[src/verilog/fspl_defines.svh]
// Purpose: Offsets, field positions, reset values and counts of the sector protection block
// Assumes: Included by the top module and by the bench files
// Notes: Definitions only
`ifndef FSPL_DEFINES_SVH
`define FSPL_DEFINES_SVH

// ****************************************************
// Register byte offsets
// ****************************************************
`define FSPL_ADR_STATUS 8'h00
`define FSPL_ADR_WRREG 8'h04
`define FSPL_ADR_CMD 8'h08
`define FSPL_ADR_PWD_LO 8'h0c
`define FSPL_ADR_PWD_HI 8'h10
`define FSPL_ADR_NVB 8'h14
`define FSPL_ADR_VB 8'h18
`define FSPL_ADR_PROT 8'h1c
`define FSPL_ADR_MODE 8'h20

// ****************************************************
// Field positions
// ****************************************************
`define FSPL_SR_BUSY 0
`define FSPL_SR_BP_LSB 2
`define FSPL_SR_EERR 5
`define FSPL_SR_PERR 6
`define FSPL_CFG_FREEZE 0
`define FSPL_CFG_TB 5
`define FSPL_CMD_OP_LSB 0
`define FSPL_CMD_SEC_LSB 8
`define FSPL_CMD_VAL 16
`define FSPL_CMD_MODE_LSB 17
`define FSPL_MODE_LOCK 8

// ****************************************************
// Reset values and counts
// ****************************************************
`define FSPL_NSEC 16
`define FSPL_MODE_RST 2'h3
`define FSPL_PWD_RST 64'hffff_ffff_ffff_ffff
`define FSPL_PROG_CYCLES 8'h08
`define FSPL_ERASE_CYCLES 8'h20

`endif

[src/verilog/fspl_pkg.sv]
// Purpose: Types shared by the sector protection block
// Assumes: Defines header present
// Notes: Commands arrive as a packed struct decoded from a bus word
package fspl_pkg;
	// ****************************************************
	// Command opcodes
	// ****************************************************
	typedef enum logic [3:0] {
		FSPL_OP_NVB_PROG = 4'h1,
		FSPL_OP_NVB_ERASE = 4'h2,
		FSPL_OP_VB_WRITE = 4'h3,
		FSPL_OP_LOCK_CLR = 4'h4,
		FSPL_OP_PWD_UNLOCK = 4'h5,
		FSPL_OP_MODE_PROG = 4'h6,
		FSPL_OP_PWD_PROG = 4'h7,
		FSPL_OP_OTP_PROG = 4'h8,
		FSPL_OP_ARR_PROG = 4'h9,
		FSPL_OP_ARR_ERASE = 4'ha,
		FSPL_OP_SW_RESET = 4'hb,
		FSPL_OP_CLR_ERR = 4'hc
	} fspl_op_e;

	// Decoded command word
	typedef struct packed {
		logic [1:0] mode;
		logic val;
		logic [3:0] sector;
		logic [3:0] op;
	} fspl_cmd_s;

	// Sequencer states, one-hot
	typedef enum logic [2:0] {
		FSPL_ST_IDLE = 3'b001,
		FSPL_ST_BUSY = 3'b010,
		FSPL_ST_FAIL = 3'b100
	} fspl_state_e;
endpackage

[src/verilog/fspl_top.sv]
// Purpose: Sector write protection logic with Wishbone register access
// Assumes: 25 MHz clk_i, synchronous active-high rst_i as power-on reset
// Notes: Hardware reset pin is synchronised before use
// Notes: Register writes and commands act on the edge that takes the request
// Notes on behaviour
// RULE1 - Freeze latch is configuration bit zero
// RULE2 - Freeze holds block-protect and top/bottom bits
// RULE3 - Freeze cleared only by power-on reset
// RULE4 - Freeze zero lets protect bits be written
// RULE5 - Freeze one refuses one-time area programming
// RULE6 - Frozen protect-bit writes ignored, no error
// RULE7 - Sector protected by range OR per-sector
// RULE8 - Either per-sector bit zero blocks sector
// RULE9 - Lock zero refuses nonvolatile bit changes
// RULE10 - Persistent mode: lock set at reset, clear-only
// RULE11 - Password mode: lock cleared, set on match
// RULE12 - Mode bits: 11 default, 10 persistent, 01 password
// RULE13 - Programming both mode bits zero fails
// RULE14 - New part: persistent mode, all unprotected
// RULE15 - Selected mode freezes mode register
// RULE16 - Host programs password before mode bits
// RULE17 - Write-in-progress set during mode programming
// RULE18 - Nonvolatile bits programmed singly, erased together
// RULE19 - Erase preprogram internal, status stays readable
// RULE20 - Volatile bit matters only if nonvolatile one
// RULE21 - Volatile bit writable either way, unlimited
// RULE22 - Locked nonvolatile ops fail unchanged; bits readable
// RULE23 - Wrong password fails, error set, busy stays
// RULE24 - Software reset keeps lock unchanged
// RULE25 - Array ops checked at acceptance, rejected whole
//
// The placing of the registers and register access over Wishbone were left to the implementer.
`timescale 1ns/1ps
`include "fspl_defines.svh"

module fspl_top
	import fspl_pkg::*;
(
	input wire logic clk_i, // System clock
	input wire logic rst_i, // Power-on reset
	input wire logic hw_rst_n_i, // Hardware reset pin, async
	input wire logic wb_cyc_i, // Bus cycle
	input wire logic wb_stb_i, // Bus strobe
	input wire logic wb_we_i, // Write
	input wire logic [7:0] wb_adr_i, // Byte address
	input wire logic [3:0] wb_sel_i, // Byte lanes
	input wire logic [31:0] wb_dat_i, // Write data
	output logic [31:0] wb_dat_o, // Read data
	output logic wb_ack_o, // Acknowledge
	output logic [15:0] prot_map_o, // Effective protection per sector
	output logic busy_o // Write in progress
);
	// ****************************************************
	// Storage
	// ****************************************************
	logic hwr_meta_ff; // Sync stage one
	logic hwr_sync_ff; // Sync stage two, active low
	logic hwr_prev_ff; // Previous synced level
	logic [2:0] bp_ff; // Block-protect bits
	logic tb_ff; // Top/bottom select
	logic freeze_ff; // Freeze latch
	logic perr_ff; // Program error
	logic eerr_ff; // Erase error
	logic [15:0] nvb_ff; // Nonvolatile sector bits
	logic [15:0] vb_ff; // Volatile sector bits
	logic lock_ff; // Nonvolatile bit lock
	logic [1:0] mode_ff; // One-time mode bits
	logic [63:0] pwd_ff; // Hidden password
	logic [63:0] pwd_in_ff; // Staged password value
	logic [7:0] cnt_ff; // Busy countdown
	fspl_state_e state_ff; // Sequencer state
	logic [31:0] rdat_ff; // Read data
	logic ack_ff; // Ack
	logic [15:0] prot_ff; // Protection map out
	logic busy_ff; // Write in progress, registered for the pin

	// ****************************************************
	// Decoding
	// ****************************************************
	// Mask of protected sectors from block-protect code, lower end when tb is set, upper end when clear
	function automatic logic [15:0] bp_mask(input logic [2:0] bp, input logic tb);
		logic [4:0] n;
		logic [15:0] m;
		logic [15:0] rv; // Mirrored mask
		n = (bp == 3'h0) ? 5'h00 : (bp < 3'h4) ? 5'h01 : 5'(5'h01 << (bp - 3'h3));
		m = 16'((17'h00001 << n) - 17'h00001);
		rv = {<<{m}}; // Bit reversal gives the upper-end mask
		return tb ? m : rv;
	endfunction

	// Byte-lane merge of a 32-bit word
	function automatic logic [31:0] lane_merge(input logic [31:0] old, input logic [31:0] nw,
		input logic [3:0] sel);
		logic [31:0] r;
		r = old;
		for (int i = 0; i < 4; i++) begin
			if (sel[i]) begin
				r[i*8 +: 8] = nw[i*8 +: 8];
			end
		end
		return r;
	endfunction

	// Requests are taken on the edge that sees cyc and stb without ack
	wire logic req = wb_cyc_i & wb_stb_i & ~ack_ff; // New bus request
	wire logic wr = req & wb_we_i; // Write request
	wire logic wr_cmd = wr & (wb_adr_i == `FSPL_ADR_CMD); // Command write
	wire logic wr_reg = wr & (wb_adr_i == `FSPL_ADR_WRREG); // Write-registers
	wire logic hw_reset = hwr_prev_ff & ~hwr_sync_ff; // Reset pin fell
	wire fspl_cmd_s cmd = fspl_cmd_s'({wb_dat_i[`FSPL_CMD_MODE_LSB +: 2],
		wb_dat_i[`FSPL_CMD_VAL], wb_dat_i[`FSPL_CMD_SEC_LSB +: 4],
		wb_dat_i[`FSPL_CMD_OP_LSB +: 4]}); // Command fields from their word positions
	wire logic idle = (state_ff == FSPL_ST_IDLE); // Ready for commands
	wire logic go = wr_cmd & idle; // Command accepted
	wire logic fail_go = wr_cmd & (state_ff == FSPL_ST_FAIL); // Recovery commands
	wire logic [15:0] sec_bit = 16'h0001 << cmd.sector; // Target sector
	wire logic pwd_mode = (mode_ff == 2'h1); // Password management
	wire logic [15:0] blk_prot = bp_mask(bp_ff, tb_ff); // Range protection
	wire logic [15:0] scheme_prot = ~(nvb_ff & vb_ff); // Per-sector [RULE8] [RULE20]
	wire logic [15:0] prot = blk_prot | scheme_prot; // Combined [RULE7]
	wire logic sec_prot = |(prot & sec_bit); // Target protected
	wire logic pwd_match = (pwd_in_ff == pwd_ff); // Exact 64-bit compare [RULE11]
	wire logic is_op_nvb = go & ((cmd.op == FSPL_OP_NVB_PROG) | (cmd.op == FSPL_OP_NVB_ERASE));
	wire logic nvb_ok = is_op_nvb & lock_ff; // Lock gates nonvolatile bits [RULE9]
	wire logic mode_ok = (mode_ff == `FSPL_MODE_RST) & (cmd.mode != 2'h0); // [RULE13] [RULE15]
	wire logic sw_reset = (go | fail_go) & (cmd.op == FSPL_OP_SW_RESET); // Soft reset
	wire logic clr_err = (go | fail_go) & (cmd.op == FSPL_OP_CLR_ERR) | sw_reset;

	// Operation outcome: error flags and busy length
	logic op_perr; // Program-class failure
	logic op_eerr; // Erase-class failure
	logic op_stick; // Stay busy after fail
	logic [7:0] op_len; // Busy cycles
	always_comb begin
		op_perr = 1'b0;
		op_eerr = 1'b0;
		op_stick = 1'b0;
		op_len = `FSPL_PROG_CYCLES;
		unique case (cmd.op)
			FSPL_OP_NVB_PROG: op_perr = ~lock_ff; // [RULE22]
			FSPL_OP_NVB_ERASE: begin
				op_eerr = ~lock_ff; // [RULE22]
				op_len = `FSPL_ERASE_CYCLES; // Internal preprogram and verify [RULE19]
			end
			FSPL_OP_MODE_PROG: op_perr = ~mode_ok; // [RULE13] [RULE15]
			FSPL_OP_PWD_PROG: op_perr = (mode_ff != `FSPL_MODE_RST);
			FSPL_OP_OTP_PROG: op_perr = freeze_ff; // [RULE5]
			FSPL_OP_ARR_PROG: op_perr = sec_prot; // [RULE25]
			FSPL_OP_ARR_ERASE: begin
				op_eerr = sec_prot; // [RULE25]
				op_len = `FSPL_ERASE_CYCLES;
			end
			FSPL_OP_PWD_UNLOCK: begin
				op_perr = ~pwd_match | ~pwd_mode;
				op_stick = ~pwd_match | ~pwd_mode; // Busy stays set [RULE23]
			end
			default: op_len = 8'h01; // Volatile and register commands
		endcase
	end

	// ****************************************************
	// Reset pin synchroniser
	// ****************************************************
	always_ff @(posedge clk_i) begin
		if (rst_i) begin
			hwr_meta_ff <= 1'b1;
			hwr_sync_ff <= 1'b1;
			hwr_prev_ff <= 1'b1;
		end else begin
			hwr_meta_ff <= hw_rst_n_i;
			hwr_sync_ff <= hwr_meta_ff;
			hwr_prev_ff <= hwr_sync_ff;
		end
	end

	// ****************************************************
	// Freeze latch and block-protect bits
	// ****************************************************
	always_ff @(posedge clk_i) begin
		if (rst_i) begin
			freeze_ff <= 1'b0; // Only power-on clears it [RULE3]
			bp_ff <= 3'h0; // Fresh part unprotected [RULE14]
			tb_ff <= 1'b0;
		end else if (wr_reg & idle & wb_sel_i[0] & wb_sel_i[1]) begin
			freeze_ff <= freeze_ff | wb_dat_i[8 + `FSPL_CFG_FREEZE]; // Set only [RULE1] [RULE3]
			if (!freeze_ff) begin // Writable while clear [RULE4]
				bp_ff <= wb_dat_i[`FSPL_SR_BP_LSB +: 3];
				tb_ff <= wb_dat_i[8 + `FSPL_CFG_TB];
			end // Frozen: silently kept, no error [RULE2] [RULE6]
		end
	end

	// ****************************************************
	// Nonvolatile state: sector bits, mode bits, password
	// ****************************************************
	always_ff @(posedge clk_i) begin
		if (rst_i) begin
			nvb_ff <= 16'hffff; // [RULE14]
			mode_ff <= `FSPL_MODE_RST; // Persistent by default [RULE12] [RULE14]
			pwd_ff <= `FSPL_PWD_RST;
		end else if (go) begin
			if (nvb_ok & (cmd.op == FSPL_OP_NVB_PROG)) begin
				nvb_ff <= nvb_ff & ~sec_bit; // One bit to zero [RULE18]
			end
			if (nvb_ok & (cmd.op == FSPL_OP_NVB_ERASE)) begin
				nvb_ff <= 16'hffff; // Whole group to one [RULE18]
			end
			if ((cmd.op == FSPL_OP_MODE_PROG) & mode_ok) begin
				mode_ff <= cmd.mode; // One-time selection [RULE12]
			end
			if ((cmd.op == FSPL_OP_PWD_PROG) & (mode_ff == `FSPL_MODE_RST)) begin
				pwd_ff <= pwd_ff & pwd_in_ff; // Only zeros program
			end
		end
	end

	// ****************************************************
	// Volatile bits and the lock
	// ****************************************************
	always_ff @(posedge clk_i) begin
		if (rst_i | hw_reset) begin
			vb_ff <= 16'hffff;
			lock_ff <= ~pwd_mode; // [RULE10] [RULE11]
		end else if (sw_reset) begin
			vb_ff <= 16'hffff; // Lock kept as is [RULE24]
		end else if (go) begin
			if (cmd.op == FSPL_OP_VB_WRITE) begin
				vb_ff <= cmd.val ? (vb_ff | sec_bit) : (vb_ff & ~sec_bit); // [RULE21]
			end
			if (cmd.op == FSPL_OP_LOCK_CLR) begin
				lock_ff <= 1'b0; // Set back by a reset outside password mode or by a password match in password mode [RULE10]
			end
			if ((cmd.op == FSPL_OP_PWD_UNLOCK) & pwd_mode & pwd_match) begin
				lock_ff <= 1'b1; // Exact match only [RULE11]
			end
		end
	end

	// ****************************************************
	// Sequencer and error flags
	// ****************************************************
	always_ff @(posedge clk_i) begin
		if (rst_i | hw_reset) begin
			state_ff <= FSPL_ST_IDLE;
			busy_ff <= 1'b0;
			cnt_ff <= 8'h00;
			perr_ff <= 1'b0;
			eerr_ff <= 1'b0;
		end else if (clr_err) begin
			state_ff <= FSPL_ST_IDLE;
			busy_ff <= 1'b0; // Recovery clears busy
			perr_ff <= 1'b0;
			eerr_ff <= 1'b0;
		end else if (go) begin
			state_ff <= op_stick ? FSPL_ST_FAIL : FSPL_ST_BUSY; // [RULE17] [RULE23]
			busy_ff <= 1'b1; // Busy from acceptance [RULE17]
			cnt_ff <= op_len;
			perr_ff <= perr_ff | op_perr;
			eerr_ff <= eerr_ff | op_eerr;
		end else if (state_ff == FSPL_ST_BUSY) begin
			cnt_ff <= cnt_ff - 8'h01;
			if (cnt_ff == 8'h01) begin
				state_ff <= FSPL_ST_IDLE;
				busy_ff <= 1'b0; // Last busy cycle
			end
		end
	end

	// ****************************************************
	// Password staging, writable by software
	// ****************************************************
	always_ff @(posedge clk_i) begin
		if (rst_i) begin
			pwd_in_ff <= 64'h0;
		end else if (wr & (wb_adr_i == `FSPL_ADR_PWD_LO)) begin
			pwd_in_ff[31:0] <= lane_merge(pwd_in_ff[31:0], wb_dat_i, wb_sel_i);
		end else if (wr & (wb_adr_i == `FSPL_ADR_PWD_HI)) begin
			pwd_in_ff[63:32] <= lane_merge(pwd_in_ff[63:32], wb_dat_i, wb_sel_i);
		end
	end

	// ****************************************************
	// Bus read path and outputs
	// ****************************************************
	wire logic write_in_progress_flag = (state_ff != FSPL_ST_IDLE); // Busy flag
	wire logic [7:0] sr1 = {1'b0, perr_ff, eerr_ff, bp_ff, 1'b0, write_in_progress_flag};
	wire logic [7:0] cfg = {2'h0, tb_ff, 4'h0, freeze_ff};
	logic [31:0] rmux; // Read selection
	always_comb begin
		unique case (wb_adr_i)
			`FSPL_ADR_STATUS: rmux = {16'h0, cfg, sr1}; // Readable while busy [RULE19]
			`FSPL_ADR_PWD_LO: rmux = pwd_in_ff[31:0];
			`FSPL_ADR_PWD_HI: rmux = pwd_in_ff[63:32];
			`FSPL_ADR_NVB: rmux = {16'h0, nvb_ff}; // Per-sector readback [RULE22]
			`FSPL_ADR_VB: rmux = {16'h0, vb_ff};
			`FSPL_ADR_PROT: rmux = {16'h0, prot};
			`FSPL_ADR_MODE: rmux = {23'h0, lock_ff, 5'h0, mode_ff, 1'b1};
			default: rmux = 32'h0; // Unmapped and write-only read zero
		endcase
	end

	// Single-wait-state ack and registered outputs
	always_ff @(posedge clk_i) begin
		if (rst_i) begin
			ack_ff <= 1'b0;
			rdat_ff <= 32'h0;
			prot_ff <= 16'h0;
		end else begin
			ack_ff <= req;
			rdat_ff <= req ? rmux : 32'h0;
			prot_ff <= prot; // [RULE7]
		end
	end

	assign wb_ack_o = ack_ff;
	assign wb_dat_o = rdat_ff;
	assign prot_map_o = prot_ff;
	assign busy_o = busy_ff;

	// ****************************************************
	// Checks
	// ****************************************************
	freeze_sticky_a: assert property (@(posedge clk_i) disable iff (rst_i) // [RULE3]
		freeze_ff |=> freeze_ff) else $error("freeze latch cleared");
	bp_frozen_a: assert property (@(posedge clk_i) disable iff (rst_i) // [RULE2]
		freeze_ff |=> $stable(bp_ff) && $stable(tb_ff)) else $error("frozen bits moved");
	frozen_noerr_a: assert property (@(posedge clk_i) disable iff (rst_i) // [RULE6]
		(wr_reg && idle && freeze_ff && !perr_ff) |=> !perr_ff) else $error("frozen write erred");
	otp_refuse_a: assert property (@(posedge clk_i) disable iff (rst_i) // [RULE5]
		(go && cmd.op == FSPL_OP_OTP_PROG && freeze_ff) |=> perr_ff) else $error("otp not refused");
	prot_map_a: assert property (@(posedge clk_i) disable iff (rst_i) // [RULE7]
		##1 prot_map_o == $past(bp_mask(bp_ff, tb_ff) | ~(nvb_ff & vb_ff)))
		else $error("protection map wrong");
	nvb_locked_a: assert property (@(posedge clk_i) disable iff (rst_i) // [RULE9]
		(is_op_nvb && !lock_ff) |=> $stable(nvb_ff) && (perr_ff || eerr_ff))
		else $error("locked bits changed");
	lock_noset_a: assert property (@(posedge clk_i) disable iff (rst_i) // [RULE10]
		(!pwd_mode && !lock_ff && !hw_reset) |=> !lock_ff) else $error("lock set by command");
	mode_once_a: assert property (@(posedge clk_i) disable iff (rst_i) // [RULE15]
		(mode_ff != 2'h3) |=> $stable(mode_ff)) else $error("mode changed after selection");
	mode_zero_a: assert property (@(posedge clk_i) disable iff (rst_i) // [RULE13]
		(go && cmd.op == FSPL_OP_MODE_PROG && cmd.mode == 2'h0) |=> perr_ff && mode_ff != 2'h0)
		else $error("zero mode accepted");
	mode_busy_a: assert property (@(posedge clk_i) disable iff (rst_i || hw_reset) // [RULE17]
		(go && cmd.op == FSPL_OP_MODE_PROG) |=> busy_o [*8]) else $error("busy dropped early");
	pwd_fail_a: assert property (@(posedge clk_i) disable iff (rst_i || hw_reset) // [RULE23]
		(go && cmd.op == FSPL_OP_PWD_UNLOCK && !pwd_match && !clr_err) |=> perr_ff && busy_o)
		else $error("bad password not failed");
	swr_lock_a: assert property (@(posedge clk_i) disable iff (rst_i || hw_reset) // [RULE24]
		sw_reset |=> $stable(lock_ff)) else $error("soft reset moved lock");
	// Checks on the effect of a register write and of some accepted commands, one cycle later; busy flag checked every cycle
	bp_write_a: assert property (@(posedge clk_i) disable iff (rst_i) // [RULE4]
		(wr_reg && idle && wb_sel_i[1:0] == 2'h3 && !freeze_ff)
		|=> bp_ff == $past(wb_dat_i[`FSPL_SR_BP_LSB +: 3])) else $error("open bits not written");
	nvb_single_a: assert property (@(posedge clk_i) disable iff (rst_i) // [RULE18]
		(nvb_ok && cmd.op == FSPL_OP_NVB_PROG)
		|=> (nvb_ff ^ $past(nvb_ff)) == ($past(nvb_ff) & $past(sec_bit)))
		else $error("sector bit program wrong");
	nvb_erase_a: assert property (@(posedge clk_i) disable iff (rst_i) // [RULE18]
		(nvb_ok && cmd.op == FSPL_OP_NVB_ERASE) |=> nvb_ff == 16'hffff)
		else $error("sector bits not erased");
	vb_write_a: assert property (@(posedge clk_i) disable iff (rst_i || hw_reset) // [RULE21]
		(go && cmd.op == FSPL_OP_VB_WRITE) |=> vb_ff[$past(cmd.sector)] == $past(cmd.val))
		else $error("volatile bit write lost");
	lock_clear_a: assert property (@(posedge clk_i) disable iff (rst_i || hw_reset) // [RULE10]
		(go && cmd.op == FSPL_OP_LOCK_CLR) |=> !lock_ff) else $error("lock not cleared");
	pwd_unlock_a: assert property (@(posedge clk_i) disable iff (rst_i || hw_reset) // [RULE11]
		(go && cmd.op == FSPL_OP_PWD_UNLOCK && pwd_mode && pwd_match) |=> lock_ff)
		else $error("good password refused");
	pwd_closed_a: assert property (@(posedge clk_i) disable iff (rst_i || hw_reset) // [RULE15]
		(go && cmd.op == FSPL_OP_PWD_PROG && mode_ff != 2'h3) |=> $stable(pwd_ff) && perr_ff)
		else $error("password changed after mode");
	busy_state_a: assert property (@(posedge clk_i) disable iff (rst_i) // [RULE17]
		busy_o == (state_ff != FSPL_ST_IDLE) && $onehot(state_ff))
		else $error("busy flag out of step");
endmodule

[config.mk]
export PLATFORM = sky130hd
export DESIGN_NAME = fspl_top
export DESIGN_NICKNAME = d
export VERILOG_FILES = /design/src/verilog/fspl_pkg.sv /design/src/verilog/fspl_top.sv
export VERILOG_INCLUDE_DIRS = /design/src /design/src/verilog
export SDC_FILE = /design/constraint.sdc
export NUM_CORES = 1
export LEC_CHECK = 0
export BUFFER_PORTS_ARGS = -buffer_cell sky130_fd_sc_hd__buf_2
export CELL_PAD_IN_SITES_DETAIL_PLACEMENT = 1
export CELL_PAD_IN_SITES_GLOBAL_PLACEMENT = 1
export CORE_UTILIZATION = 41
export CTS_CLUSTER_SIZE = 40
export DETAILED_ROUTE_END_ITERATION = 12
export GPL_TIMING_DRIVEN = 0
export PLACE_DENSITY_LB_ADDON = 0.1
export RECOVER_POWER = 100
export SLEW_MARGIN = 20
export SYNTH_ARGS = -nofsm -noshare
export SYNTH_HDL_FRONTEND = slang
export SYNTH_SLANG_ARGS = --single-unit
[constraint.sdc]
create_clock -name clk_i -period 2.45 [get_ports clk_i]
set_input_delay 0.1225 -clock clk_i [delete_from_list [all_inputs] [get_ports clk_i]]
set_output_delay 0.1225 -clock clk_i [all_outputs]
set_load 0.02 [all_outputs]
Yosys cells after proc, flatten, opt, wreduce, memory -nomap -nowiden
Index checks and enable logic that the tools add are counted.
{"block": "op_classes", "mux": 25, "n_lt_le_gt_ge": 1, "reduce_logical": 30, "bitwise": 51, "eq_ne": 30, "shifts": 3, "add_sub_neg": 3}
{"cell": "$pmux W32 S7", "n": 1}
{"cell": "$and A16 B16 Y16", "n": 4}
{"cell": "$and A64 B64 Y64", "n": 1}
{"cell": "$eq A64 B64 Y1", "n": 1}
{"cell": "$mux W16", "n": 4}
{"cell": "$eq A8 B5 Y1 const B", "n": 4}
{"cell": "$not A16 Y16", "n": 2}
{"cell": "$or A16 B16 Y16", "n": 2}
{"cell": "$and A1 B1 Y1", "n": 24}
{"cell": "$reduce_and A2 Y1", "n": 11}
{"cell": "$eq A4 B4 Y1 const B", "n": 5}
{"cell": "$eq A4 B3 Y1 const B", "n": 4}
{"cell": "$eq A8 B4 Y1 const B", "n": 2}
{"cell": "$mux W8", "n": 2}
{"cell": "$reduce_or A16 Y1", "n": 1}
{"cell": "$shl A1 B4 Y16 const A", "n": 1}
{"cell": "$shl A1 B5 Y16 const A", "n": 1}
{"cell": "$sub A16 B1 Y16 const B", "n": 1}
{"cell": "$reduce_and A3 Y1", "n": 5}
{"cell": "$mux W3", "n": 4}
{"cell": "$pmux W6 S2", "n": 1}
{"cell": "$mux W5", "n": 2}
{"cell": "$not A1 Y1", "n": 10}
{"cell": "$reduce_bool A2 Y1", "n": 5}
{"cell": "other kinds (26)", "n": 45}
{"block": "totals", "word_cells": 170, "register_bits": 234, "in_bits": 50, "out_inout_bits": 50}

Depth between registers and ports, before layout
Gate-level depths: netlist of run 1.
{"block": "logic_depth", "depth_word": 12, "mapped_depth": 11, "mapped_depth_nobuf": 10}

Worst setup path before layout of run 1
No wires, ideal clock.
{"block": "synth_timing", "path_type": "register to register", "startpoint": "register bp_ff[2]", "endpoint": "register eerr_ff", "setup_ps": 122, "t_arrival_ps": 2581, "t_required_ps": 2328, "n_path_buf": 2, "slack_ps": -252, "path_stages_with_launch": 12, "synth_period_minus_slack_ps": 2702, "path_cell_list": "dfxtp_1 buf_2 buf_1 or3_1 ha_1 nand2_1 a21oi_1 a311oi_1 o22ai_1 nor3_1 nand3_1 o311a_1"}
{"block": "synth_between", "elab_chain_len": 12, "word_cells_on_any_way": 14, "cone_classes": "add/sub: 2; order compare: 1; shift: 2; mux: 4; bitwise: 3; reduce/logical: 2"}
{"element": "start: declaration", "line": "fspl_top.sv:59", "rtl": "logic [2:0] bp_ff;"}
{"element": "start signal: assignment", "line": "fspl_top.sv:187", "rtl": "bp_ff <= wb_dat_i[`FSPL_SR_BP_LSB +: 3];"}
{"element": "$sub A3 B2 Y3", "line": "fspl_top.sv:85", "rtl": "n = (bp == 3'h0) ? 5'h00 : (bp < 3'h4) ? 5'h01 : 5'(5'h01 << (bp - 3'h3));"}
{"element": "$shl A1 B3 Y5", "line": "fspl_top.sv:85"}
{"element": "$mux W5", "line": "fspl_top.sv:85"}
{"element": "$mux W5 *", "line": "fspl_top.sv:85"}
{"element": "$shl A1 B5 Y16 *", "line": "fspl_top.sv:86", "rtl": "m = 16'((17'h00001 << n) - 17'h00001);"}
{"element": "$sub A16 B1 Y16 *", "line": "fspl_top.sv:86"}
{"element": "$mux W16 *", "line": "fspl_top.sv:88", "rtl": "return tb ? m : rv;"}
{"element": "$or A16 B16 Y16 *", "line": "fspl_top.sv:120", "rtl": "wire logic [15:0] prot = blk_prot | scheme_prot;"}
{"element": "$and A16 B16 Y16 *", "line": "fspl_top.sv:121", "rtl": "wire logic sec_prot = |(prot & sec_bit);"}
{"element": "$reduce_or A16 Y1 *", "line": "fspl_top.sv:121"}
{"element": "$pmux W1 S2 *", "line": "fspl_top.sv:139", "rtl": "unique case (cmd.op)"}
{"element": "$or A1 B1 Y1 *", "line": "fspl_top.sv:259", "rtl": "eerr_ff <= eerr_ff | op_eerr;"}
{"element": "end signal: assignment", "line": "fspl_top.sv:259"}
{"element": "end: declaration", "line": "fspl_top.sv:63", "rtl": "logic eerr_ff;"}
Every way passes the cells marked *; elsewhere a longest branch is shown, timed or not.
A chain may end at the register's enable or synchronous reset.

Worst setup path in the final report of run 1
Ends and elaborated chain as after synthesis.

==> results by group, run 1 <==
Synth
  • Cell variety after synth: 65
  • Post-synth EDFFs: 1
  • Post-synthesis sequential area ratio: 0.444
  • Post-synthesis cell area: 0.0106 mm2
  • Post-synthesis adder-cell area fraction: 0.0793
  • Seq cells post-synth: 234
  • Simple-Gate Fraction of Synth Area: 0.252
  • Compound-Gate Fraction of Synth Area: 0.118
  • Post-synthesis mux area share: 0.0702
  • Synth Area in XOR/XNOR: 0.00580
  • Yosys warns: 0
  • Mapped Cells: 1,187
  • Post-synth ARST share: 0
  • Most common flop cell mapped by yosys: dfxtp_1
  • Synthesized net count: 1,304
  • Main combinational cell family by area after synthesis: simple AND/OR/NAND/NOR gates
  • Syn avg cell area: 8.91 um2

Clock tree
  • Clock insertion delay at the later pin of the skew report: 0.54 ns
  • CTS H-tree lvls: 1
  • Max Buffers Root-to-Sink: 3
  • Clk sinks: 234
  • CTS buffer count: 27
  • Clock Pin Slew Worst Setup and Hold Paths: 0.07 ns
  • CTS tree: yes
  • CTS Root Cell: clkbuf_16

Floorplanning
  • Die height: 163 um
  • Die area: 0.0264 mm2
  • Die width: 163 um
  • Rows: 58
  • Core Region: 0.0253 mm2
  • Initial Util: 0.419
  • I/O pin cnt: 100

Route
  • Drt via density: 5.61
  • Routed WL: 37,200 um
  • ANT nets after route: 0
  • Wire per inst: 21.7 um
  • Drt pass-1 iters: 5
  • Routed vias: 9,601
  • First DRT Iteration DRCs: 700
  • DRC Markers: 0

Run status
  • Failing checks: setup timing
  • Status: finished with violations

STA
  • Setup TNS: -0.432 ns
  • Final setup fails: 5
  • Tmin final: 2.62 ns
  • Final slew viol count: 0
  • Slew @ Worst Pin: 0.911 ns
  • RSZ-0062 raised after global routing: true
  • Setup Skew: 0.0118 ns
  • Hold violation count in the final report: 0
  • Relative slew margins: 0.388
  • Final Worst Setup Slack: -0.172 ns
  • Fin crit share: 1.07
  • Maximum operating frequency: 381 MHz

Critical path
  • Data arrival, critical path: 3.04 ns
  • CP startpoint kind: register
  • CP Class: reg2reg
  • Reg2Reg Capture Point: eerr_ff
  • Worst setup endpoint: eerr_ff
  • Reg2reg setup slack: -0.17 ns
  • Worst r2r path cells: 10
  • Critical Path RT: 2.87 ns
  • Crit end category: register
  • Reg2Reg Launch Point: bp_ff[2]
  • Critical path fanouts, max: 6
  • Setup crit start: bp_ff[2]

Final layout
  • Layout cells sized above 1: 0.151
  • Post-route cell area: 0.0132 mm2
  • Number of nets in the final layout: 1,480
  • Synth-to-Final Area Change: 24.8%
  • Antenna diode count: 0
  • Fill count: 2,969

Worst hold path
  • Hold WC Path Type: in2reg

Placement
  • PortBufs: 95
  • Dpl cell area: 0.0115 mm2
  • Post-DP HPWL: 27,300 um
  • Final Wtd Congestion: 0.896

GRT
  • GRT overflow: 0
  • Met3 Track Usage GR: 0.0430
  • Gr usage total: 0.280
  • Met1 Track Usage GR: 0.356
  • First-pass GRT wire length: 56,600 um
  • Initial antenna violation count: 1
  • Largest net degree at the start of global routing: 14
  • Met2 usage: 0.467
  • Vias in the first global route: 9,805
  • Most Crowded Layer GR: met2

Power
  • Worst VDD drop: 489 uV
  • Static leakage: 5.58 nW
  • PD cells: 621 mW/mm2

Run
  • Max-cap violations: 0
==> worst min path at each step <==
| stage | depth (start not counted) | to | start | slack (ns) |
|---|---|---|---|---|
| floorplan | 1 | wb_ack_o | rst_i | 0.21 |
| global placement | 2 | hwr_meta_ff | hw_rst_n_i | 0.31 |
| detailed placement | 2 | hwr_meta_ff | hw_rst_n_i | 0.31 |
| CTS | 5 | nvb_ff[8] | wb_dat_i[8] | 0.009 |
| global route | 5 | nvb_ff[8] | wb_dat_i[8] | 0.04 |
| finish | 5 | nvb_ff[8] | wb_dat_i[8] | 0.02 |
==> power breakdown <==
| group | total (mW) | leakage (nW) | internal (mW) | switching (mW) |
|---|---|---|---|---|
| clock network | 4.05 | 0.440 | 2.44 | 1.61 |
| registers | 3.81 | 1.90 | 3.81 | 0.00400 |
| logic | 0.324 | 3.24 | 0.117 | 0.208 |
| total | 8.19 | 5.58 | 6.36 | 1.83 |
==> through the flow <==
step / power (mW) / cells / utilization / hold WS [ns] / worst slack, ns
final: 8.19 / 1712 / 0.522 / 0.0156 / -0.172
after global routing: 8.42 / 1712 / 0.522 / 0.0372 / -0.239
after CTS: 8.24 / 1697 / 0.515 / 0.00935 / -0.213
after detailed placement: 4.18 / 1612 / 0.456 / 0.315 / -0.763
after global placement: 4.18 / 1612 / 0.456 / 0.312 / -0.810
after floorplan: 4.04 / 1187 / - / 0.208 / 0.0161
==> area by class of cell <==
cell class | instances | area [um2] | share of cell area
Clock buffer | 41 | 798 | 0.0605
Inverter | 8 | 30.0 | 0.00228
Timing Repair Buffer | 149 | 890 | 0.0674
Buffer | 67 | 323 | 0.0245
Multi-Input combinational cell | 876 | 5930 | 0.450
Sequential cell | 234 | 4720 | 0.358
Clock inverter | 7 | 88.8 | 0.00673
Tap cell | 330 | 413 | 0.0313
==> flip-flops by register name (all words and copies together), names as in the netlist, 3 cells and up, named ones only <==
name / flops
pwd_ff: 64
pwd_in_ff: 64
wb_dat_o: 32
nvb_ff: 16
prot_map_o: 16
cnt_ff: 8
bp_ff: 3
state_ff: 3
==> repair_timing <==
action	CTS	global route
buffers inserted	11	15
hold endpoints to repair	51	5
hold buffers	27	1
setup endpoints to repair	33	77
pin swaps	19	18
gates resized for setup	58	44
==> routing by layer <==
metal | vias to the layer above | part of all wire
met1 | 4687 | 0.44
met5 | - | 0.00035
met2 | 278 | 0.47
met3 | 75 | 0.049
met4 | 2 | 0.040
li1 | 4559 | -
==> layout by cell type, fill, tap and decap left out, types with 27 or more instances in the layout <==
cell             n
a21oi_1         45
buf_2           56
clkbuf_1       102
clkbuf_16       27
dfxtp_1        221
dlygate4sd3_1   28
ha_1            62
mux2i_1         73
nand2_1        195
nand3b_1        65
nor2_1         153
==> cells in the mapped netlist (all sizes together) (8+ instances only) <==
master  instances  area, um2
o211ai         11       82.6
o311ai         11       96.3
nand2b          8       50.1
mux2i          73        731
nor3           20        100
clkbuf         47        176
a21oi          51        255
buf            22        125
nor2          158        593
nand3b         65        488
ha             67        838
a22oi          24        180
nand4           8       65.1
dfxtp         233       4660
inv             8       30.0
nor2b          13       81.3
o21ai          30        150
nand3          20        115
nand2         196        736
nor4           22        165
a222oi         10        100
==> critical path: stages (launching register included) <==
cell	delay [ns]
dfxtp_4	0.35
buf_8	0.12
or3_1	0.41
ha_4	0.22
nand2_4	0.10
o211ai_1	0.15
a31oi_4	0.29
o22ai_4	0.13
nor3_4	0.25
nand3_1	0.12
o311a_1	0.36
==> cell families (layout without fill, tap and decap cells) <==
kind of cell	after synthesis	after routing
AOI/OAI and AO/OA	184	184
adders and majority gates	67	67
xor gates and xnor gates	7	7
DFF	234	234
and+or+nand+nor	544	544
muxes	74	74
buffers and inverters	77	272
No activity file was read; power rests on OpenSTA's default activity.
==> run 2, diff against run 1 <==
--- a/config.mk
+++ b/config.mk
@@ -14,7 +14,7 @@
 export DETAILED_ROUTE_END_ITERATION = 12
 export GPL_TIMING_DRIVEN = 0
 export PLACE_DENSITY_LB_ADDON = 0.1
-export RECOVER_POWER = 100
+export RECOVER_POWER = 50
 export SLEW_MARGIN = 20
 export SYNTH_ARGS = -nofsm -noshare
 export SYNTH_HDL_FRONTEND = slang
==> run 2 against run 1 <==
Against the previous run: the flow still finishes with violations (setup timing); core utilization hardly changed; register-to-register slack hardly changed; sequential share of layout area hardly changed; largest cell class unchanged; highest routed layer unchanged.
==> results by group, run 2 (synthesis results as in run 1) <==
Route
  • Routed vias: 9,602 (was 9,601)
  • Drt pass-1 iters: 7 (was 5)
  • Drt via density: 5.61 (about the same)
  • DRC Markers: 0 (unchanged)
  • ANT nets after route: 0 (unchanged)
  • Routed WL: 37,200 um (about the same)
  • Wire per inst: 21.7 um (about the same)
  • First DRT Iteration DRCs: 700 (unchanged)

Clock tree
  • Max Buffers Root-to-Sink: 3 (unchanged)
  • CTS H-tree lvls: 1 (unchanged)
  • CTS tree: yes (unchanged)
  • CTS Root Cell: clkbuf_16 (unchanged)
  • Clk sinks: 234 (unchanged)
  • Clock Pin Slew Worst Setup and Hold Paths: 0.07 ns (about the same)
  • CTS buffer count: 27 (unchanged)
  • Clock insertion delay at the later pin of the skew report: 0.54 ns (about the same)

GRT
  • Gr usage total: 0.280 (unchanged)
  • Largest net degree at the start of global routing: 14 (unchanged)
  • GRT overflow: 0 (unchanged)
  • Initial antenna violation count: 1 (unchanged)
  • First-pass GRT wire length: 56,600 um (unchanged)
  • Vias in the first global route: 9,805 (unchanged)

Run status
  • Failing checks: setup timing (unchanged)
  • Status: finished with violations (unchanged)

STA
  • Final slew viol count: 0 (unchanged)
  • Hold violation count in the final report: 0 (unchanged)
  • RSZ-0062 raised after global routing: true (unchanged)
  • Tmin final: 2.62 ns (about the same)
  • Maximum operating frequency: 381 MHz (about the same)
  • Setup Skew: 0.0120 ns (was 0.0118 ns)
  • Final setup fails: 5 (unchanged)
  • Final Worst Setup Slack: -0.173 ns (was -0.172 ns)
  • Slew @ Worst Pin: 0.911 ns (about the same)
  • Relative slew margins: 0.388 (about the same)
  • Fin crit share: 1.07 (about the same)

Critical path
  • Data arrival, critical path: 3.05 ns (was 3.04 ns)
  • CP startpoint kind: register (unchanged)
  • CP Class: reg2reg (unchanged)
  • Crit end category: register (unchanged)
  • Reg2reg setup slack: -0.17 ns (about the same)
  • Critical path fanouts, max: 6 (unchanged)
  • Critical Path RT: 2.87 ns (about the same)

Floorplanning
  • Initial Util: 0.419 (unchanged)
  • Die height: 163 um (unchanged)
  • Die area: 0.0264 mm2 (unchanged)
  • I/O pin cnt: 100 (unchanged)
  • Core Region: 0.0253 mm2 (unchanged)
  • Rows: 58 (unchanged)
  • Die width: 163 um (unchanged)

Final layout
  • Most frequent cells in the layout: dfxtp_1 (221), nand2_1 (195), nor2_1 (153), clkbuf_1 (102), mux2i_1 (73) (unchanged)
  • Antenna diode count: 0 (unchanged)
  • Layout cells sized above 1: 0.151 (unchanged)
  • Number of nets in the final layout: 1,480 (unchanged)
  • Commonest non-fill, non-tap cell in the layout: dfxtp_1 (unchanged)
  • Post-route cell area: 0.0132 mm2 (about the same)
  • Synth-to-Final Area Change: 24.9% (was 24.8%)
  • Post-route insts no fill: 1,712 (unchanged)

Run
  • Max-cap violations: 0 (unchanged)

Placement
  • Dpl cell area: 0.0115 mm2 (unchanged)
  • Post-DP HPWL: 27,300 um (unchanged)
  • PortBufs: 95 (unchanged)
  • Placed Cells incl. Taps: 1,612 (unchanged)
  • Final Wtd Congestion: 0.896 (unchanged)

Power
  • PD cells: 620 mW/mm2 (was 621 mW/mm2)
  • Power Total: 8.19 mW (about the same)
  • Worst VDD drop: 489 uV (about the same)
  • Static leakage: 5.58 nW (about the same)

Worst hold path
  • Hold WC Path Type: in2reg (unchanged)
## run 2: cell types whose count changed in the layout (fill, tap and decap cells not counted)
| cell | before | now |
|---|---|---|
| clkbuf_2 | 7 | 6 |
| buf_6 | 2 | 3 |
## run 2: stage by stage
step	setup WS, ns	util	hold slack, ns	setup TNS (ns)
after floorplan	0.0161	-	0.208	0
after global placement	-0.810	0.456	0.312	-5.11
after detailed placement	-0.763	0.456	0.315	-5.25
after CTS	-0.213	0.515	0.00935	-0.382
after global routing	-0.239	0.523	0.0340	-3.45
final	-0.173	0.523	0.0134	-0.436
## run 2: worst paths after layout
check	startpoint	cells past startpoint	to
max	bp_ff[2]	10	eerr_ff
max reg2reg	bp_ff[2]	10	eerr_ff
min reg2reg	hwr_meta_ff	1	hwr_sync_ff
min	wb_dat_i[8]	5	nvb_ff[8]
## run 2: final cells by class
| class | count | area [um2] |
|---|---|---|
| clock inverters | 7 | 88.8 |
| fillers | 2967 | 12100 |
| flip-flops and latches | 234 | 4720 |
| inverters | 8 | 30.0 |
| plain buffers | 67 | 329 |
| well taps | 330 | 413 |
| repair buffers | 149 | 890 |
| clock buffers | 41 | 798 |
| multi-input cells | 876 | 5930 |
## run 2: what timing repair did
action                                  CTS  global route
hold buffers                             27             1
cloned                                    0             0
resized for setup                        58            44
endpoints found under the hold margin    51             5
pin swaps                                19            18
endpoints found under the setup margin   33            77
buffers inserted                         11            15
## run 2: per-layer routing
| layer | vias up | global-route usage | share of wire |
|---|---|---|---|
| met5 | - | 0 | 0.00035 |
| met4 | 2 | 0.124 | 0.040 |
| met3 | 75 | 0.0430 | 0.048 |
| met2 | 274 | 0.467 | 0.47 |
| met1 | 4692 | 0.356 | 0.44 |
| li1 | 4559 | - | - |
## run 2: report_power, final
| group | switching [mW] | internal [mW] |
|---|---|---|
| sequential | 0.00401 | 3.81 |
| combinational | 0.208 | 0.117 |
| clock | 1.61 | 2.44 |
| total | 1.82 | 6.36 |
## run 2: critical path: stages, from the launching register on
cell      delay, ns
dfxtp_4        0.35
buf_8          0.12
or3_1          0.41
ha_4           0.22
nand2_4        0.10
o211ai_1       0.15
a31oi_4        0.29
o22ai_4        0.13
nor3_4         0.25
nand3_1        0.12
o311a_1        0.36
==> run 3, diff against run 2 <==
==> constraint.sdc (replaced) <==
create_clock -name clk_i -period 2.4 [get_ports clk_i]
set_input_delay 0.12 -clock clk_i [delete_from_list [all_inputs] [get_ports clk_i]]
set_output_delay 0.12 -clock clk_i [all_outputs]
set_load 0.02 [all_outputs]
==> run 3 against run 2 <==
Against the previous run: the run still ends with setup timing left; count of clock-buffer cells in the layout shrank 1; register-to-register slack worse by 0.04 ns; critical path depth rose by 1; global-route usage increased by 0.37 points; hold slack improved by 0.020 ns; critical path type unchanged; largest cell class unchanged; highest routed layer is now met4.
==> results by group, run 3 (synthesis results as in run 1) <==
Run status
  • Status: finished with violations (unchanged)
  • Failing checks: setup timing (unchanged)

Floorplanning
  • Die width: 163 um (unchanged)
  • Core Region: 0.0253 mm2 (unchanged)
  • Initial Util: 0.419 (unchanged)
  • Rows: 58 (unchanged)
  • Die height: 163 um (unchanged)
  • I/O pin cnt: 100 (unchanged)
  • Die area: 0.0264 mm2 (unchanged)

Clock tree
  • CTS buffer count: 26 (was 27)
  • Clk sinks: 234 (unchanged)
  • CTS Root Cell: clkbuf_16 (unchanged)
  • Clock Pin Slew Worst Setup and Hold Paths: 0.07 ns (about the same)
  • Max Buffers Root-to-Sink: 3 (unchanged)
  • Clock insertion delay at the later pin of the skew report: 0.54 ns (about the same)
  • CTS H-tree lvls: 1 (unchanged)
  • CTS tree: yes (unchanged)

STA
  • Slew @ Worst Pin: 0.904 ns (was 0.911 ns)
  • Tmin final: 2.61 ns (was 2.62 ns)
  • RSZ-0062 raised after global routing: true (unchanged)
  • Fin crit share: 1.09 (was 1.07)
  • Final Worst Setup Slack: -0.211 ns (was -0.173 ns)
  • Relative slew margins: 0.397 (was 0.388)
  • Final slew viol count: 0 (unchanged)
  • Final setup fails: 3 (was 5)
  • Worst hold slack: 0.0339 ns (was 0.0134 ns)
  • Hold violation count in the final report: 0 (unchanged)
  • Setup Skew: 0.0162 ns (was 0.0120 ns)
  • Maximum operating frequency: 383 MHz (was 381 MHz)

Placement
  • Dpl ws: -0.767 ns (was -0.763 ns)
  • Final Wtd Congestion: 0.892 (was 0.896)
  • Post-DP HPWL: 27,200 um (was 27,300 um)
  • Placed Cells incl. Taps: 1,612 (unchanged)
  • PortBufs: 95 (unchanged)

Critical path
  • Critical Path Max Stage Delay: 0.37 ns (was 0.41 ns)
  • Critical path fanouts, max: 5 (was 6)
  • Critical Path RT: 2.82 ns (was 2.87 ns)
  • CP startpoint kind: register (unchanged)
  • Worst r2r path cells: 11 (was 10)
  • Data arrival, critical path: 3.03 ns (was 3.05 ns)
  • Reg2reg setup slack: -0.21 ns (was -0.17 ns)
  • CP Class: reg2reg (unchanged)
  • Worst-path cell chain: clkbuf_16, or3_4, ha_4, buf_12, nand2_8, o211ai_1, a31oi_4, o22ai_2, nor3_4, nand3_1, o311a_1 (was buf_8, or3_1, ha_4, nand2_4, o211ai_1, a31oi_4, o22ai_4, nor3_4, nand3_1, o311a_1)
  • Crit end category: register (unchanged)
  • Reg2Reg Launch Point: bp_ff[1] (was bp_ff[2])
  • Slowest stage cell, crit path: or3_4 (was or3_1)
  • Reg2Reg Capture Point: eerr_ff (unchanged)

Route
  • Routed vias: 9,592 (was 9,602)
  • Wire per inst: 21.8 um (was 21.7 um)
  • DRC Markers: 0 (unchanged)
  • Routed WL: 37,200 um (about the same)
  • First DRT Iteration DRCs: 656 (was 700)
  • ANT nets after route: 0 (unchanged)
  • Drt via density: 5.61 (about the same)
  • Drt pass-1 iters: 5 (was 7)

Worst hold path
  • Hold WC Path Type: in2reg (unchanged)
  • Worst Hold Launch: wb_dat_i[10] (was wb_dat_i[8])
  • Number of cells on the worst hold path: 5 (unchanged)
  • Hold Path Sink: nvb_ff[8] (unchanged)

GRT
  • Initial antenna violation count: 0 (was 1)
  • Vias in the first global route: 9,931 (was 9,805)
  • First-pass GRT wire length: 57,400 um (was 56,600 um)
  • Largest net degree at the start of global routing: 13 (was 14)
  • Gr usage total: 0.283 (was 0.280)
  • GRT overflow: 0 (unchanged)

Final layout
  • Commonest non-fill, non-tap cell in the layout: dfxtp_1 (unchanged)
  • Fill count: 2,991 (was 2,967)
  • Register area: 0.00472 mm2 (about the same)
  • Layout Utilization: 0.526 (was 0.523)
  • Layout cells sized above 1: 0.160 (was 0.151)
  • Number of nets in the final layout: 1,479 (was 1,480)
  • Antenna diode count: 0 (unchanged)
  • Most frequent cells in the layout: dfxtp_1 (220), nand2_1 (195), nor2_1 (152), clkbuf_1 (94), mux2i_1 (73) (was dfxtp_1 (221), nand2_1 (195), nor2_1 (153), clkbuf_1 (102), mux2i_1 (73))
  • Post-route insts no fill: 1,710 (was 1,712)
  • Area occupied by multi-input gates: 0.00596 mm2 (was 0.00593 mm2)
  • Synth-to-Final Area Change: 25.6% (was 24.9%)

Power
  • PD cells: 633 mW/mm2 (was 620 mW/mm2)
  • Static leakage: 5.62 nW (was 5.58 nW)
  • Worst VDD drop: 501 uV (was 489 uV)

Run
  • Max-cap violations: 0 (unchanged)
run 3: changes by cell type in the layout (fill, tap and decap cells not counted), sizes merged:
cell / change
clkbuf: -2
dlygate4sd3: +1
inv: -1
run 3: worst max-delay path: cells and delay by family (launching register included):
kind / cells / cell delay (ns)
AO/OA/AOI/OAI: 4 / 0.81
flip-flops: 1 / 0.36
adder cells (fa/ha/maj): 1 / 0.19
AND/OR/NAND/NOR: 4 / 0.83
buffers and inverters: 2 / 0.28
run 3: stage by stage:
stage,cell area [um2],TNS (ns),power (mW)
floorplan,10600,0,4.12
global placement,11500,-6.75,4.27
detailed placement,11500,-7.70,4.27
CTS,13100,-0.506,8.46
global route,13300,-0.814,8.65
finish,13300,-0.413,8.40
run 3: worst max-delay path by stage:
stage / slack [ns] / cells past startpoint / end / start
global route: -0.25 / 11 / eerr_ff / bp_ff[1]
detailed placement: -0.77 / 11 / eerr_ff / bp_ff[1]
global placement: -0.80 / 11 / eerr_ff / bp_ff[1]
CTS: -0.23 / 10 / eerr_ff / bp_ff[1]
floorplan: 0.0008 / 11 / eerr_ff / bp_ff[1]
finish: -0.21 / 11 / eerr_ff / bp_ff[1]
run 3: area by class of cell:
type | instances | share of cell area
Sequential cell | 234 | 0.355
Clock buffer | 40 | 0.0614
Clock inverter | 6 | 0.00603
Tap cell | 330 | 0.0311
Buffer | 67 | 0.0261
Inverter | 8 | 0.00226
Multi-Input combinational cell | 876 | 0.449
Timing Repair Buffer | 149 | 0.0685
run 3: what timing repair did:
| item | in CTS | in global routing |
|---|---|---|
| endpoints found under the hold margin | 57 | 0 |
| setup buffers | 18 | 7 |
| pin swaps | 18 | 20 |
| gates resized for setup | 58 | 49 |
| gates cloned | 0 | 0 |
| setup endpoints to repair | 49 | 34 |
| hold buffers | 29 | 0 |
run 3: where the power goes:
part | internal, mW | switching, mW | total, mW
sequential | 3.89 | 0.00371 | 3.89
combinational | 0.120 | 0.211 | 0.331
clock | 2.53 | 1.65 | 4.18
run 3: layer usage:
layer  routed length, um  global-route usage  share of wire
met4                1290               0.102          0.035
met1               16300               0.358           0.44
met5                   0                   0              0
met3                1750              0.0362          0.047
met2               17900               0.493           0.48
